$ cat config.mk
export PLATFORM = sky130hd
export DESIGN_NAME = cld_decoder
export DESIGN_NICKNAME = d
export VERILOG_FILES = /design/src/cld_pkg.sv /design/src/cld_decoder.sv
export VERILOG_INCLUDE_DIRS = /design/src
export SDC_FILE = /design/constraint.sdc
export NUM_CORES = 2
export LEC_CHECK = 0
export ABC_AREA = 1
export BUFFER_PORTS_ARGS = -buffer_cell sky130_fd_sc_hd__buf_4
export CAP_MARGIN = 25
export CORE_MARGIN = 2
export CORE_UTILIZATION = 55
export DETAILED_ROUTE_END_ITERATION = 16
export PLACE_DENSITY = 0.71
export SLEW_MARGIN = 0
export SYNTH_ARGS = -nofsm -noshare
export SYNTH_HDL_FRONTEND = slang
export SYNTH_HIERARCHICAL = 1
export SYNTH_SLANG_ARGS = --single-unit
export TNS_END_PERCENT = 5
$ cat constraint.sdc
create_clock -name mclk_in -period 18.55 [get_ports mclk_in]
set_clock_uncertainty 0.05 [all_clocks]
set_input_delay 3.71 -clock mclk_in [delete_from_list [all_inputs] [get_ports mclk_in]]
set_output_delay 3.71 -clock mclk_in [all_outputs]
set_load 0.05 [all_outputs]
$ cat src/cld_params.svh
// Constants for the character LCD instruction decoder
`ifndef CLD_PARAMS_SVH
`define CLD_PARAMS_SVH
`define CLD_CLK_NS        4
`define CLD_T_DATA_NS     18500
`define CLD_T_LONG_NS     760000
`define CLD_T_BLINK_NS    185000000
`define CLD_FIFO_DEPTH    4
`define CLD_SPACE_CODE    8'h20
`define CLD_AC_ZERO       7'h00
`define CLD_L1_END        7'h27
`define CLD_L2_START      7'h40
`define CLD_L2_END        7'h67
`define CLD_1L_END        7'h4F
`define CLD_FILL_LAST     7'h7F
`define CLD_OPB_DDADDR    7
`define CLD_OPB_CGADDR    6
`define CLD_OPB_FUNC      5
`define CLD_OPB_SHIFT     4
`define CLD_OPB_DISPLAY   3
`define CLD_OPB_ENTRY     2
`define CLD_OPB_HOME      1
`define CLD_OPB_CLEAR     0
`define CLD_B_IDDIR       1
`define CLD_B_AUTOSHIFT   0
`define CLD_B_PANEL       2
`define CLD_B_CURSOR      1
`define CLD_B_BLINK       0
`define CLD_B_TARGET      3
`define CLD_B_MOVEDIR     2
`define CLD_B_DL          4
`define CLD_B_N           3
`define CLD_B_F           2
`define CLD_RST_BUS_WIDTH 1'b1
`define CLD_RST_LINES     1'b0
`define CLD_RST_FONT      1'b0
`define CLD_RST_PANEL     1'b0
`define CLD_RST_CURSOR    1'b0
`define CLD_RST_BLINK     1'b0
`define CLD_RST_ADDR_DIR  1'b1
`define CLD_RST_AUTOSHIFT 1'b0
`endif

$ cat src/cld_pkg.sv
// Types shared by the character LCD instruction decoder
`default_nettype none
package cld_pkg;
	typedef enum logic [1:0] {ST_IDLE, ST_CLEAR, ST_EXEC} cld_state_t;
	typedef enum logic [3:0] {OP_NONE, OP_CLEAR, OP_HOME, OP_ENTRY, OP_DISPLAY, OP_SHIFT, OP_FUNC, OP_CGADDR,
		OP_DDADDR} cld_op_t;
	typedef struct packed {
		logic       e;
		logic       rs;
		logic       rw;
		logic [7:0] db;
	} cld_pin_t;
	typedef struct packed {
		logic       rs;
		logic       rw;
		logic [7:0] data;
	} cld_cmd_t;
endpackage
`default_nettype wire

$ cat src/cld_decoder.sv
// Instruction decoder, address counter and command FIFO of a character LCD controller
`timescale 1ns/1ps
`default_nettype none
`include "cld_params.svh"

module cld_fifo
#(
	parameter int W     = 10,
	parameter int DEPTH = `CLD_FIFO_DEPTH
)
(
	input  wire logic         mclk_in,
	input  wire logic         rst_b_in,
	input  wire logic         in_valid_in,
	output logic              in_ready_out,
	input  wire logic [W-1:0] in_data_in,
	output logic              out_valid_out,
	input  wire logic         out_ready_in,
	output logic [W-1:0]      out_data_out
);
	localparam int AW = (DEPTH > 1) ? $clog2(DEPTH) : 1;
	localparam int CW = $clog2(DEPTH + 1);
	localparam logic [AW-1:0] LAST = AW'(DEPTH - 1);
	localparam logic [CW-1:0] FULL = CW'(DEPTH);

	logic [W-1:0]  mem_r [DEPTH];
	logic [AW-1:0] wr_ptr_r;
	logic [AW-1:0] rd_ptr_r;
	logic [CW-1:0] count_r;
	logic          push;
	logic          pop;

	assign in_ready_out  = (count_r != FULL);
	assign out_valid_out = (count_r != '0);
	assign out_data_out  = mem_r[rd_ptr_r];
	assign push          = in_valid_in & in_ready_out;
	assign pop           = out_valid_out & out_ready_in;

	always_ff @(posedge mclk_in)
	begin
		if (push)
			mem_r[wr_ptr_r] <= in_data_in;
	end

	always_ff @(posedge mclk_in or negedge rst_b_in)
	begin
		if (!rst_b_in)
		begin
			wr_ptr_r <= '0;
			rd_ptr_r <= '0;
			count_r  <= '0;
		end
		else
		begin
			if (push)
				wr_ptr_r <= (wr_ptr_r == LAST) ? '0 : wr_ptr_r + 1'b1;
			if (pop)
				rd_ptr_r <= (rd_ptr_r == LAST) ? '0 : rd_ptr_r + 1'b1;
			if (push && !pop)
				count_r <= count_r + 1'b1;
			else if (pop && !push)
				count_r <= count_r - 1'b1;
		end
	end
endmodule

module cld_decoder
#(
	parameter int unsigned DATA_CYC   = (`CLD_T_DATA_NS + `CLD_CLK_NS - 1) / `CLD_CLK_NS,
	parameter int unsigned LONG_CYC   = (`CLD_T_LONG_NS + `CLD_CLK_NS - 1) / `CLD_CLK_NS,
	parameter int unsigned BLINK_CYC  = `CLD_T_BLINK_NS / `CLD_CLK_NS,
	parameter int          FIFO_DEPTH = `CLD_FIFO_DEPTH
)
(
	input  wire logic       mclk_in,
	input  wire logic       rst_b_in,
	input  wire logic       bus_strobe_in,
	input  wire logic       command_data_select_in,
	input  wire logic       direction_sel_in,
	input  wire logic [7:0] db_in,
	output logic      [7:0] db_out,
	output logic            db_oe_out,
	output logic            busy_indicator_out,
	output logic            cmd_ready_out,
	output logic      [6:0] address_counter_out,
	output logic            glyph_sel_out,
	output logic            panel_on_out,
	output logic            cursor_on_out,
	output logic            cursor_blink_out,
	output logic            cursor_cell_lit_out,
	output logic            addr_dir_out,
	output logic            autoshift_en_out,
	output logic            bus_width_sel_out,
	output logic            line_count_sel_out,
	output logic            tall_font_out,
	output logic      [6:0] shift_offset_out,
	input  wire logic [6:0] scan_addr_in,
	output logic      [7:0] scan_data_out
);
	localparam int unsigned BLINK_HALF = BLINK_CYC / 2;

	cld_pkg::cld_pin_t   pin_meta_r;
	cld_pkg::cld_pin_t   pin_r;
	logic                e_prev_r;
	logic                nib_phase_r;
	logic [3:0]          hi_nib_r;
	logic                xfer_done;
	logic [7:0]          xfer_byte;
	cld_pkg::cld_cmd_t   push_cmd;
	logic                push_valid;
	cld_pkg::cld_cmd_t   cmd;
	logic                cmd_valid;
	logic                pop;
	cld_pkg::cld_op_t    op;
	cld_pkg::cld_state_t state_r;
	logic [31:0]         cnt_r;
	logic [6:0]          fill_idx_r;
	logic [6:0]          ac_r;
	logic                glyph_sel_r;
	logic                addr_dir_r;
	logic                autoshift_r;
	logic                panel_on_r;
	logic                cursor_on_r;
	logic                blink_r;
	logic                bus_width_r;
	logic                lines_r;
	logic                font_r;
	logic [6:0]          shift_r;
	logic [31:0]         blink_cnt_r;
	logic                blink_phase_r;
	logic [7:0]          disp_mem [128];
	logic [7:0]          glyph_mem [64];
	logic [7:0]          rd_data_r;
	logic                data_wr;
	logic                data_rd;

	function automatic cld_pkg::cld_op_t decode_op(input logic [7:0] b);
		if (b[`CLD_OPB_DDADDR])       return cld_pkg::OP_DDADDR;
		else if (b[`CLD_OPB_CGADDR])  return cld_pkg::OP_CGADDR;
		else if (b[`CLD_OPB_FUNC])    return cld_pkg::OP_FUNC;
		else if (b[`CLD_OPB_SHIFT])   return cld_pkg::OP_SHIFT;
		else if (b[`CLD_OPB_DISPLAY]) return cld_pkg::OP_DISPLAY;
		else if (b[`CLD_OPB_ENTRY])   return cld_pkg::OP_ENTRY;
		else if (b[`CLD_OPB_HOME])    return cld_pkg::OP_HOME;
		else if (b[`CLD_OPB_CLEAR])   return cld_pkg::OP_CLEAR;
		else                          return cld_pkg::OP_NONE;
	endfunction

	// Step the counter with line wrap; glyph addresses wrap within six bits
	function automatic logic [6:0] next_ac(input logic [6:0] a, input logic inc, input logic two, input logic gly);
		if (gly)
			return {1'b0, inc ? a[5:0] + 6'h01 : a[5:0] - 6'h01};
		else if (two && inc)
			return (a == `CLD_L1_END) ? `CLD_L2_START : (a >= `CLD_L2_END) ? `CLD_AC_ZERO : a + 7'h01;
		else if (two)
			return (a == `CLD_L2_START) ? `CLD_L1_END : (a == `CLD_AC_ZERO) ? `CLD_L2_END : a - 7'h01;
		else if (inc)
			return (a >= `CLD_1L_END) ? `CLD_AC_ZERO : a + 7'h01;
		else
			return (a == `CLD_AC_ZERO) ? `CLD_1L_END : a - 7'h01;
	endfunction

	// One offset for the whole panel, so every line moves at once
	function automatic logic [6:0] next_shift(input logic [6:0] s, input logic left, input logic two);
		logic [6:0] top;
		top = two ? `CLD_L1_END : `CLD_1L_END;
		if (left)
			return (s >= top) ? `CLD_AC_ZERO : s + 7'h01;
		else
			return (s == `CLD_AC_ZERO) ? top : s - 7'h01;
	endfunction

	// Strobe, select lines and data bus come from the host's domain
	always_ff @(posedge mclk_in or negedge rst_b_in)
	begin
		if (!rst_b_in)
		begin
			pin_meta_r <= '0;
			pin_r      <= '0;
			e_prev_r   <= 1'b0;
		end
		else
		begin
			pin_meta_r <= {bus_strobe_in, command_data_select_in, direction_sel_in, db_in};
			pin_r      <= pin_meta_r;
			e_prev_r   <= pin_r.e;
		end
	end

	// Transfers complete on the strobe's falling edge
	always_ff @(posedge mclk_in or negedge rst_b_in)
	begin
		if (!rst_b_in)
		begin
			nib_phase_r <= 1'b0;
			hi_nib_r    <= 4'h0;
		end
		else if (e_prev_r && !pin_r.e && !bus_width_r)
		begin
			nib_phase_r <= ~nib_phase_r;
			if (!nib_phase_r)
				hi_nib_r <= pin_r.db[7:4];
		end
	end

	assign xfer_done  = e_prev_r && !pin_r.e && (bus_width_r || nib_phase_r);
	assign xfer_byte  = bus_width_r ? pin_r.db : {hi_nib_r, pin_r.db[7:4]};
	assign push_cmd   = '{rs: pin_r.rs, rw: pin_r.rw, data: xfer_byte};
	// Status reads bypass the queue and cost no execution time
	assign push_valid = xfer_done && (pin_r.rs || !pin_r.rw);

	// A host that ignores busy fills this queue; once full, further transfers are lost
	cld_fifo #(.W($bits(cld_pkg::cld_cmd_t)), .DEPTH(FIFO_DEPTH)) u_fifo
	(
		.mclk_in       (mclk_in),
		.rst_b_in      (rst_b_in),
		.in_valid_in   (push_valid),
		.in_ready_out  (cmd_ready_out),
		.in_data_in    (push_cmd),
		.out_valid_out (cmd_valid),
		.out_ready_in  (state_r == cld_pkg::ST_IDLE),
		.out_data_out  (cmd)
	);

	assign pop     = cmd_valid && (state_r == cld_pkg::ST_IDLE);
	assign op      = decode_op(cmd.data);
	assign data_wr = pop && cmd.rs && !cmd.rw;
	assign data_rd = pop && cmd.rs && cmd.rw;

	// Execution timer; power-on runs a clear first
	always_ff @(posedge mclk_in or negedge rst_b_in)
	begin
		if (!rst_b_in)
		begin
			state_r    <= cld_pkg::ST_CLEAR;
			cnt_r      <= LONG_CYC - 1;
			fill_idx_r <= `CLD_AC_ZERO;
		end
		else
		begin
			case (state_r)
				cld_pkg::ST_IDLE:
				begin
					fill_idx_r <= `CLD_AC_ZERO;
					if (pop && !cmd.rs && op == cld_pkg::OP_CLEAR)
					begin
						state_r <= cld_pkg::ST_CLEAR;
						cnt_r   <= LONG_CYC - 1;
					end
					else if (pop)
					begin
						state_r <= cld_pkg::ST_EXEC;
						cnt_r   <= (!cmd.rs && op == cld_pkg::OP_HOME) ? LONG_CYC - 1 : DATA_CYC - 1;
					end
				end
				cld_pkg::ST_CLEAR:
				begin
					cnt_r      <= cnt_r - 1;
					fill_idx_r <= fill_idx_r + 7'h01;
					if (fill_idx_r == `CLD_FILL_LAST)
						state_r <= cld_pkg::ST_EXEC;
				end
				cld_pkg::ST_EXEC:
				begin
					if (cnt_r == 0)
						state_r <= cld_pkg::ST_IDLE;
					else
						cnt_r <= cnt_r - 1;
				end
				default:
					state_r <= cld_pkg::ST_IDLE;
			endcase
		end
	end

	assign busy_indicator_out = (state_r != cld_pkg::ST_IDLE) || cmd_valid;

	// Address counter and memory select
	always_ff @(posedge mclk_in or negedge rst_b_in)
	begin
		if (!rst_b_in)
		begin
			ac_r        <= `CLD_AC_ZERO;
			glyph_sel_r <= 1'b0;
		end
		else if (pop && cmd.rs)
			ac_r <= next_ac(ac_r, addr_dir_r, lines_r, glyph_sel_r);
		else if (pop)
		begin
			case (op)
				cld_pkg::OP_CLEAR, cld_pkg::OP_HOME:
				begin
					ac_r        <= `CLD_AC_ZERO;
					glyph_sel_r <= 1'b0;
				end
				cld_pkg::OP_SHIFT:
					if (!cmd.data[`CLD_B_TARGET])
						ac_r <= next_ac(ac_r, cmd.data[`CLD_B_MOVEDIR], lines_r, 1'b0);
				cld_pkg::OP_CGADDR:
				begin
					ac_r        <= {1'b0, cmd.data[5:0]};
					glyph_sel_r <= 1'b1;
				end
				cld_pkg::OP_DDADDR:
				begin
					ac_r        <= cmd.data[6:0];
					glyph_sel_r <= 1'b0;
				end
				default:
					ac_r <= ac_r;
			endcase
		end
	end

	// Mode settings, defaults as after power-on
	always_ff @(posedge mclk_in or negedge rst_b_in)
	begin
		if (!rst_b_in)
		begin
			addr_dir_r  <= `CLD_RST_ADDR_DIR;
			autoshift_r <= `CLD_RST_AUTOSHIFT;
			panel_on_r  <= `CLD_RST_PANEL;
			cursor_on_r <= `CLD_RST_CURSOR;
			blink_r     <= `CLD_RST_BLINK;
			bus_width_r <= `CLD_RST_BUS_WIDTH;
			lines_r     <= `CLD_RST_LINES;
			font_r      <= `CLD_RST_FONT;
		end
		else if (pop && !cmd.rs)
		begin
			case (op)
				cld_pkg::OP_CLEAR:
					addr_dir_r <= 1'b1;
				cld_pkg::OP_ENTRY:
				begin
					addr_dir_r  <= cmd.data[`CLD_B_IDDIR];
					autoshift_r <= cmd.data[`CLD_B_AUTOSHIFT];
				end
				cld_pkg::OP_DISPLAY:
				begin
					panel_on_r  <= cmd.data[`CLD_B_PANEL];
					cursor_on_r <= cmd.data[`CLD_B_CURSOR];
					blink_r     <= cmd.data[`CLD_B_BLINK];
				end
				cld_pkg::OP_FUNC:
				begin
					bus_width_r <= cmd.data[`CLD_B_DL];
					lines_r     <= cmd.data[`CLD_B_N];
					font_r      <= cmd.data[`CLD_B_F];
				end
				default:
					font_r <= font_r;
			endcase
		end
	end

	// Display shift offset
	always_ff @(posedge mclk_in or negedge rst_b_in)
	begin
		if (!rst_b_in)
			shift_r <= `CLD_AC_ZERO;
		else if (pop && !cmd.rs && (op == cld_pkg::OP_CLEAR || op == cld_pkg::OP_HOME))
			shift_r <= `CLD_AC_ZERO;
		else if (pop && !cmd.rs && op == cld_pkg::OP_SHIFT && cmd.data[`CLD_B_TARGET])
			shift_r <= next_shift(shift_r, !cmd.data[`CLD_B_MOVEDIR], lines_r);
		else if (data_wr && autoshift_r && !glyph_sel_r)
			shift_r <= next_shift(shift_r, addr_dir_r, lines_r);
	end

	// Memories; the clear fill owns the display array while it runs
	always_ff @(posedge mclk_in)
	begin
		if (state_r == cld_pkg::ST_CLEAR)
			disp_mem[fill_idx_r] <= `CLD_SPACE_CODE;
		else if (data_wr && !glyph_sel_r)
			disp_mem[ac_r] <= cmd.data;
		if (data_wr && glyph_sel_r)
			glyph_mem[ac_r[5:0]] <= cmd.data;
	end

	// Prefetch tracks the counter, so a read right after a write returns the next cell
	always_ff @(posedge mclk_in or negedge rst_b_in)
	begin
		if (!rst_b_in)
		begin
			rd_data_r     <= 8'h00;
			scan_data_out <= 8'h00;
		end
		else
		begin
			rd_data_r     <= glyph_sel_r ? glyph_mem[ac_r[5:0]] : disp_mem[ac_r];
			scan_data_out <= disp_mem[scan_addr_in];
		end
	end

	// Read bus; nibble reads show high half then low half on the upper lines
	always_ff @(posedge mclk_in or negedge rst_b_in)
	begin
		if (!rst_b_in)
		begin
			db_out    <= 8'h00;
			db_oe_out <= 1'b0;
		end
		else
		begin
			db_oe_out <= pin_r.e && pin_r.rw;
			if (bus_width_r)
				db_out <= pin_r.rs ? rd_data_r : {busy_indicator_out, ac_r};
			else if (!nib_phase_r)
				db_out <= {pin_r.rs ? rd_data_r[7:4] : {busy_indicator_out, ac_r[6:4]}, 4'h0};
			else
				db_out <= {pin_r.rs ? rd_data_r[3:0] : ac_r[3:0], 4'h0};
		end
	end

	// Blink phase toggles every half period
	always_ff @(posedge mclk_in or negedge rst_b_in)
	begin
		if (!rst_b_in)
		begin
			blink_cnt_r         <= '0;
			blink_phase_r       <= 1'b0;
			cursor_cell_lit_out <= 1'b0;
		end
		else
		begin
			if (!blink_r)
			begin
				blink_cnt_r   <= '0;
				blink_phase_r <= 1'b0;
			end
			else if (blink_cnt_r >= BLINK_HALF - 1)
			begin
				blink_cnt_r   <= '0;
				blink_phase_r <= ~blink_phase_r;
			end
			else
				blink_cnt_r <= blink_cnt_r + 1;
			cursor_cell_lit_out <= panel_on_r && blink_r && blink_phase_r;
		end
	end

	assign address_counter_out = ac_r;
	assign glyph_sel_out       = glyph_sel_r;
	assign panel_on_out        = panel_on_r;
	assign cursor_on_out       = cursor_on_r;
	assign cursor_blink_out    = blink_r;
	assign addr_dir_out        = addr_dir_r;
	assign autoshift_en_out    = autoshift_r;
	assign bus_width_sel_out   = bus_width_r;
	assign line_count_sel_out  = lines_r;
	assign tall_font_out       = font_r && !lines_r;
	assign shift_offset_out    = shift_r;
endmodule
`default_nettype wire

==> results.ini <==
[status]
status=completed

[setup_path]
max_stage_delay_ns=0.94
cp_slowest_cell=buf_4
cp_data_required_time_ns=19.26
crit_start=scan_addr_in[0]
reg2reg_from=u_fifo/rd_ptr_r[1]$_DFFE_PN0P_
rrSetupSlack_ns=13.10
critical_path.max_fanout=102
arrival_ns=7.43
reg2reg_to=disp_mem[82][4]$_DFFE_PP_
cp_common_cell=nand2_1
path_class=input pin to register
crit_path_end=scan_data_out[4]$_DFF_PN0_
critPathCaptureType=register
r2r_cells=13
start_kind=input pin
crit_chain=buf_8, buf_4, buf_4, o21ai_0, o22ai_1, nand2_1, nand3_1, nand2_1, nand2_1, nand3_1, nand2_1, nand2_1, nand2_1

[clock_tree]
cts_max_level=4
clockRootBuffer=clkbuf_16
clk_latency_ns=0.84
clkSinkCount=1734
cts_setup_buffers=0
cts_resized=0
cts_buffer_depth=3
ctsHoldBuffers=0
clkTransAtPathRegs_ns=0.06
cts_tree=built
cts_buffers=175

[finish]
multi_input_area_sq_um=27800
antennaDiodeCount=0
drive_gt1_share_pct=5.99
nNetsFinal=8936
nFillCells=12121
area_growth_pct=9.57
ff_latch_area_sq_um=51300

[timing]
fin_ws_ns=11.84
final-hold-violation-count=0
maxSlewHeadroom_pct=0.757
period_minus_slack_ns=6.71
timing.setup.tns_ns=0
fmaxAchievable_ghz=0.149
final_max_slew_viol_count=0
tightestPinTransition_ns=1.49
finalCritPeriodShare_pct=36.2
rsz0062_at_grt=false
setup_viol=0

[min_path]
hold_depth=0
hp-class=register to register

[logic_synthesis]
ys.flop_type=edfxtp_1
synth_top_area_share_pct=57.1
ys_ff_latch=1734
syn-cell-area_sq_um=82900
synthTopCellsByArea=edfxtp_1, nand2_1, o21ai_0, dfrtp_1, nor2_1
ys_types=55
synth_seq_area_share_pct=61.9
synth-async-reset-ratio_pct=9.11
synth_area_leader_cell=edfxtp_1
syn_area_per_cell_sq_um=9.14
yosys_warnings=6
netlist_instances=9063
synth_edf_count=1576

[drt]
first_iter_violations=9985
wire_per_inst_um=24.0
firstDrtPassIters=7
route.detailed.drc=0
totalWireLength_um=265000
postRouteAntennaNets=0
via_per_inst=6.13
vias=67770

[die]
die-area_sq_um=154000
num_rows=142
die_w_um=392
die_h_um=392
io_pins=63
core-area_sq_um=150000
start_util_pct=55.3

[pwr]
leakagePower_nw=36.0
ir_drop_mv=0.132
finalPower_w=0.0127
power_density_nw_per_um2=140

[global_routing]
grt_pass1_vias=63755
grt_pass1_wl_um=392000
antenna_found_initial=9
grt_max_degree=241
grt_use_total_pct=34.0
overflow=0

[job]
cap_violations=0

[placed_design]
dp.final_hpwl_um=153000
post-place-ws_ns=11.23
place_congestion=0.974
io_buffers=62

-- state kept, by name, indices dropped and copies added (netlist names), 3 cells and up --
name / cells
scan_data_out: 8
blink_cnt_r: 32
glyph_mem: 512
rd_data_r: 8
u_fifo/mem_r: 40
disp_mem: 1024
hi_nib_r: 4
shift_offset_out: 7
pin_r: 11
pin_meta_r: 11
cnt_r: 32
fill_idx_r: 7
db_out: 8
u_fifo/count_r: 3
address_counter_out: 7
-- worst min-delay path by stage --
stage	from	to
CTS	pin_meta_r[2]$_DFF_PN0_	pin_r[2]$_DFF_PN0_
global placement	pin_meta_r[10]$_DFF_PN0_	pin_r[10]$_DFF_PN0_
finish	pin_meta_r[2]$_DFF_PN0_	pin_r[2]$_DFF_PN0_
detailed placement	pin_meta_r[2]$_DFF_PN0_	pin_r[2]$_DFF_PN0_
floorplan	pin_meta_r[0]$_DFF_PN0_	pin_r[0]$_DFF_PN0_
global route	pin_meta_r[2]$_DFF_PN0_	pin_r[2]$_DFF_PN0_
-- power by group --
| part | leakage, nW | internal, W | switching [W] |
|---|---|---|---|
| clock network | 2.80 | 0.00200 | 0.00157 |
| registers | 17.4 | 0.00472 | 0.000108 |
| logic | 15.9 | 0.000927 | 0.00335 |
| total | 36.0 | 0.00765 | 0.00502 |
-- routing by layer --
layer	global-route usage, %	routed length, um
met1	45.6	96800
met2	51.3	117000
met3	9.35	37800
met4	16.5	13700
met5	0	106
-- cells in the final DEF, fill, tap and decap left out, types with 136 or more instances in the layout --
master | synthesis | final
a21oi_1 | 320 | 319
o22ai_1 | 149 | 149
nand4_1 | 136 | 136
buf_4 | 1 | 174
edfxtp_1 | 1576 | 1576
o21ai_0 | 723 | 723
nand2_1 | 3303 | 3294
clkbuf_16 | 0 | 177
nor2_1 | 869 | 856
nand3_1 | 563 | 560
dfrtp_1 | 144 | 139
inv_1 | 431 | 425
-- through the flow --
stage	hold slack, ns	std cells	area, sq um	util (%)
floorplan	0.281	9069	82900	-
global placement	0.285	10709	84700	56.6
detailed placement	0.286	10718	84900	56.7
CTS	0.296	11042	90700	60.5
global route	0.307	11054	90800	60.6
finish	0.293	11054	90800	60.6
-- area by class of cell --
type,instances,share of cell area [%]
clock inverters,101,1.18
inverters,447,1.89
well taps,2016,2.78
clock buffers,223,5.19
repair buffers,193,1.79
multi-input cells,6340,30.7
flip-flops and latches,1734,56.5
-- cell families (layout without fill, tap and decap cells) --
kind of cell | Yosys count | in the layout | synth area share [%]
AOI/OAI and AO/OA | 1312 | 1312 | 8.56
other | 1 | 7 | 0.00453
DFF | 1734 | 1734 | 61.9
adders and majority gates | 25 | 25 | 0.396
buffers and inverters | 995 | 964 | 4.71
xor gates and xnor gates | 36 | 36 | 0.381
and+or+nand+nor | 4960 | 4960 | 24.0
-- worst max-delay path: cells and delay by family --
family,cells,cell delay [ns]
buf+inv,3,2.16
simple gates,8,0.91
compound gates,2,0.43
-- synth_stat cells, types with 12 or more instances --
cell / number
o22ai_1: 149
o211ai_1: 34
buf_1: 105
o21ai_0: 723
buf_2: 92
xor2_1: 28
a21oi_1: 320
nor2_1: 869
nor3_1: 32
dfrtp_1: 144
clkbuf_1: 344
nand2_1: 3303
nand3_1: 563
nand3b_1: 15
inv_2: 12
ha_1: 23
edfxtp_1: 1576
a22oi_1: 28
inv_1: 431
dfstp_2: 14
nand4_1: 136
No activity file was read; power rests on OpenSTA's default activity.
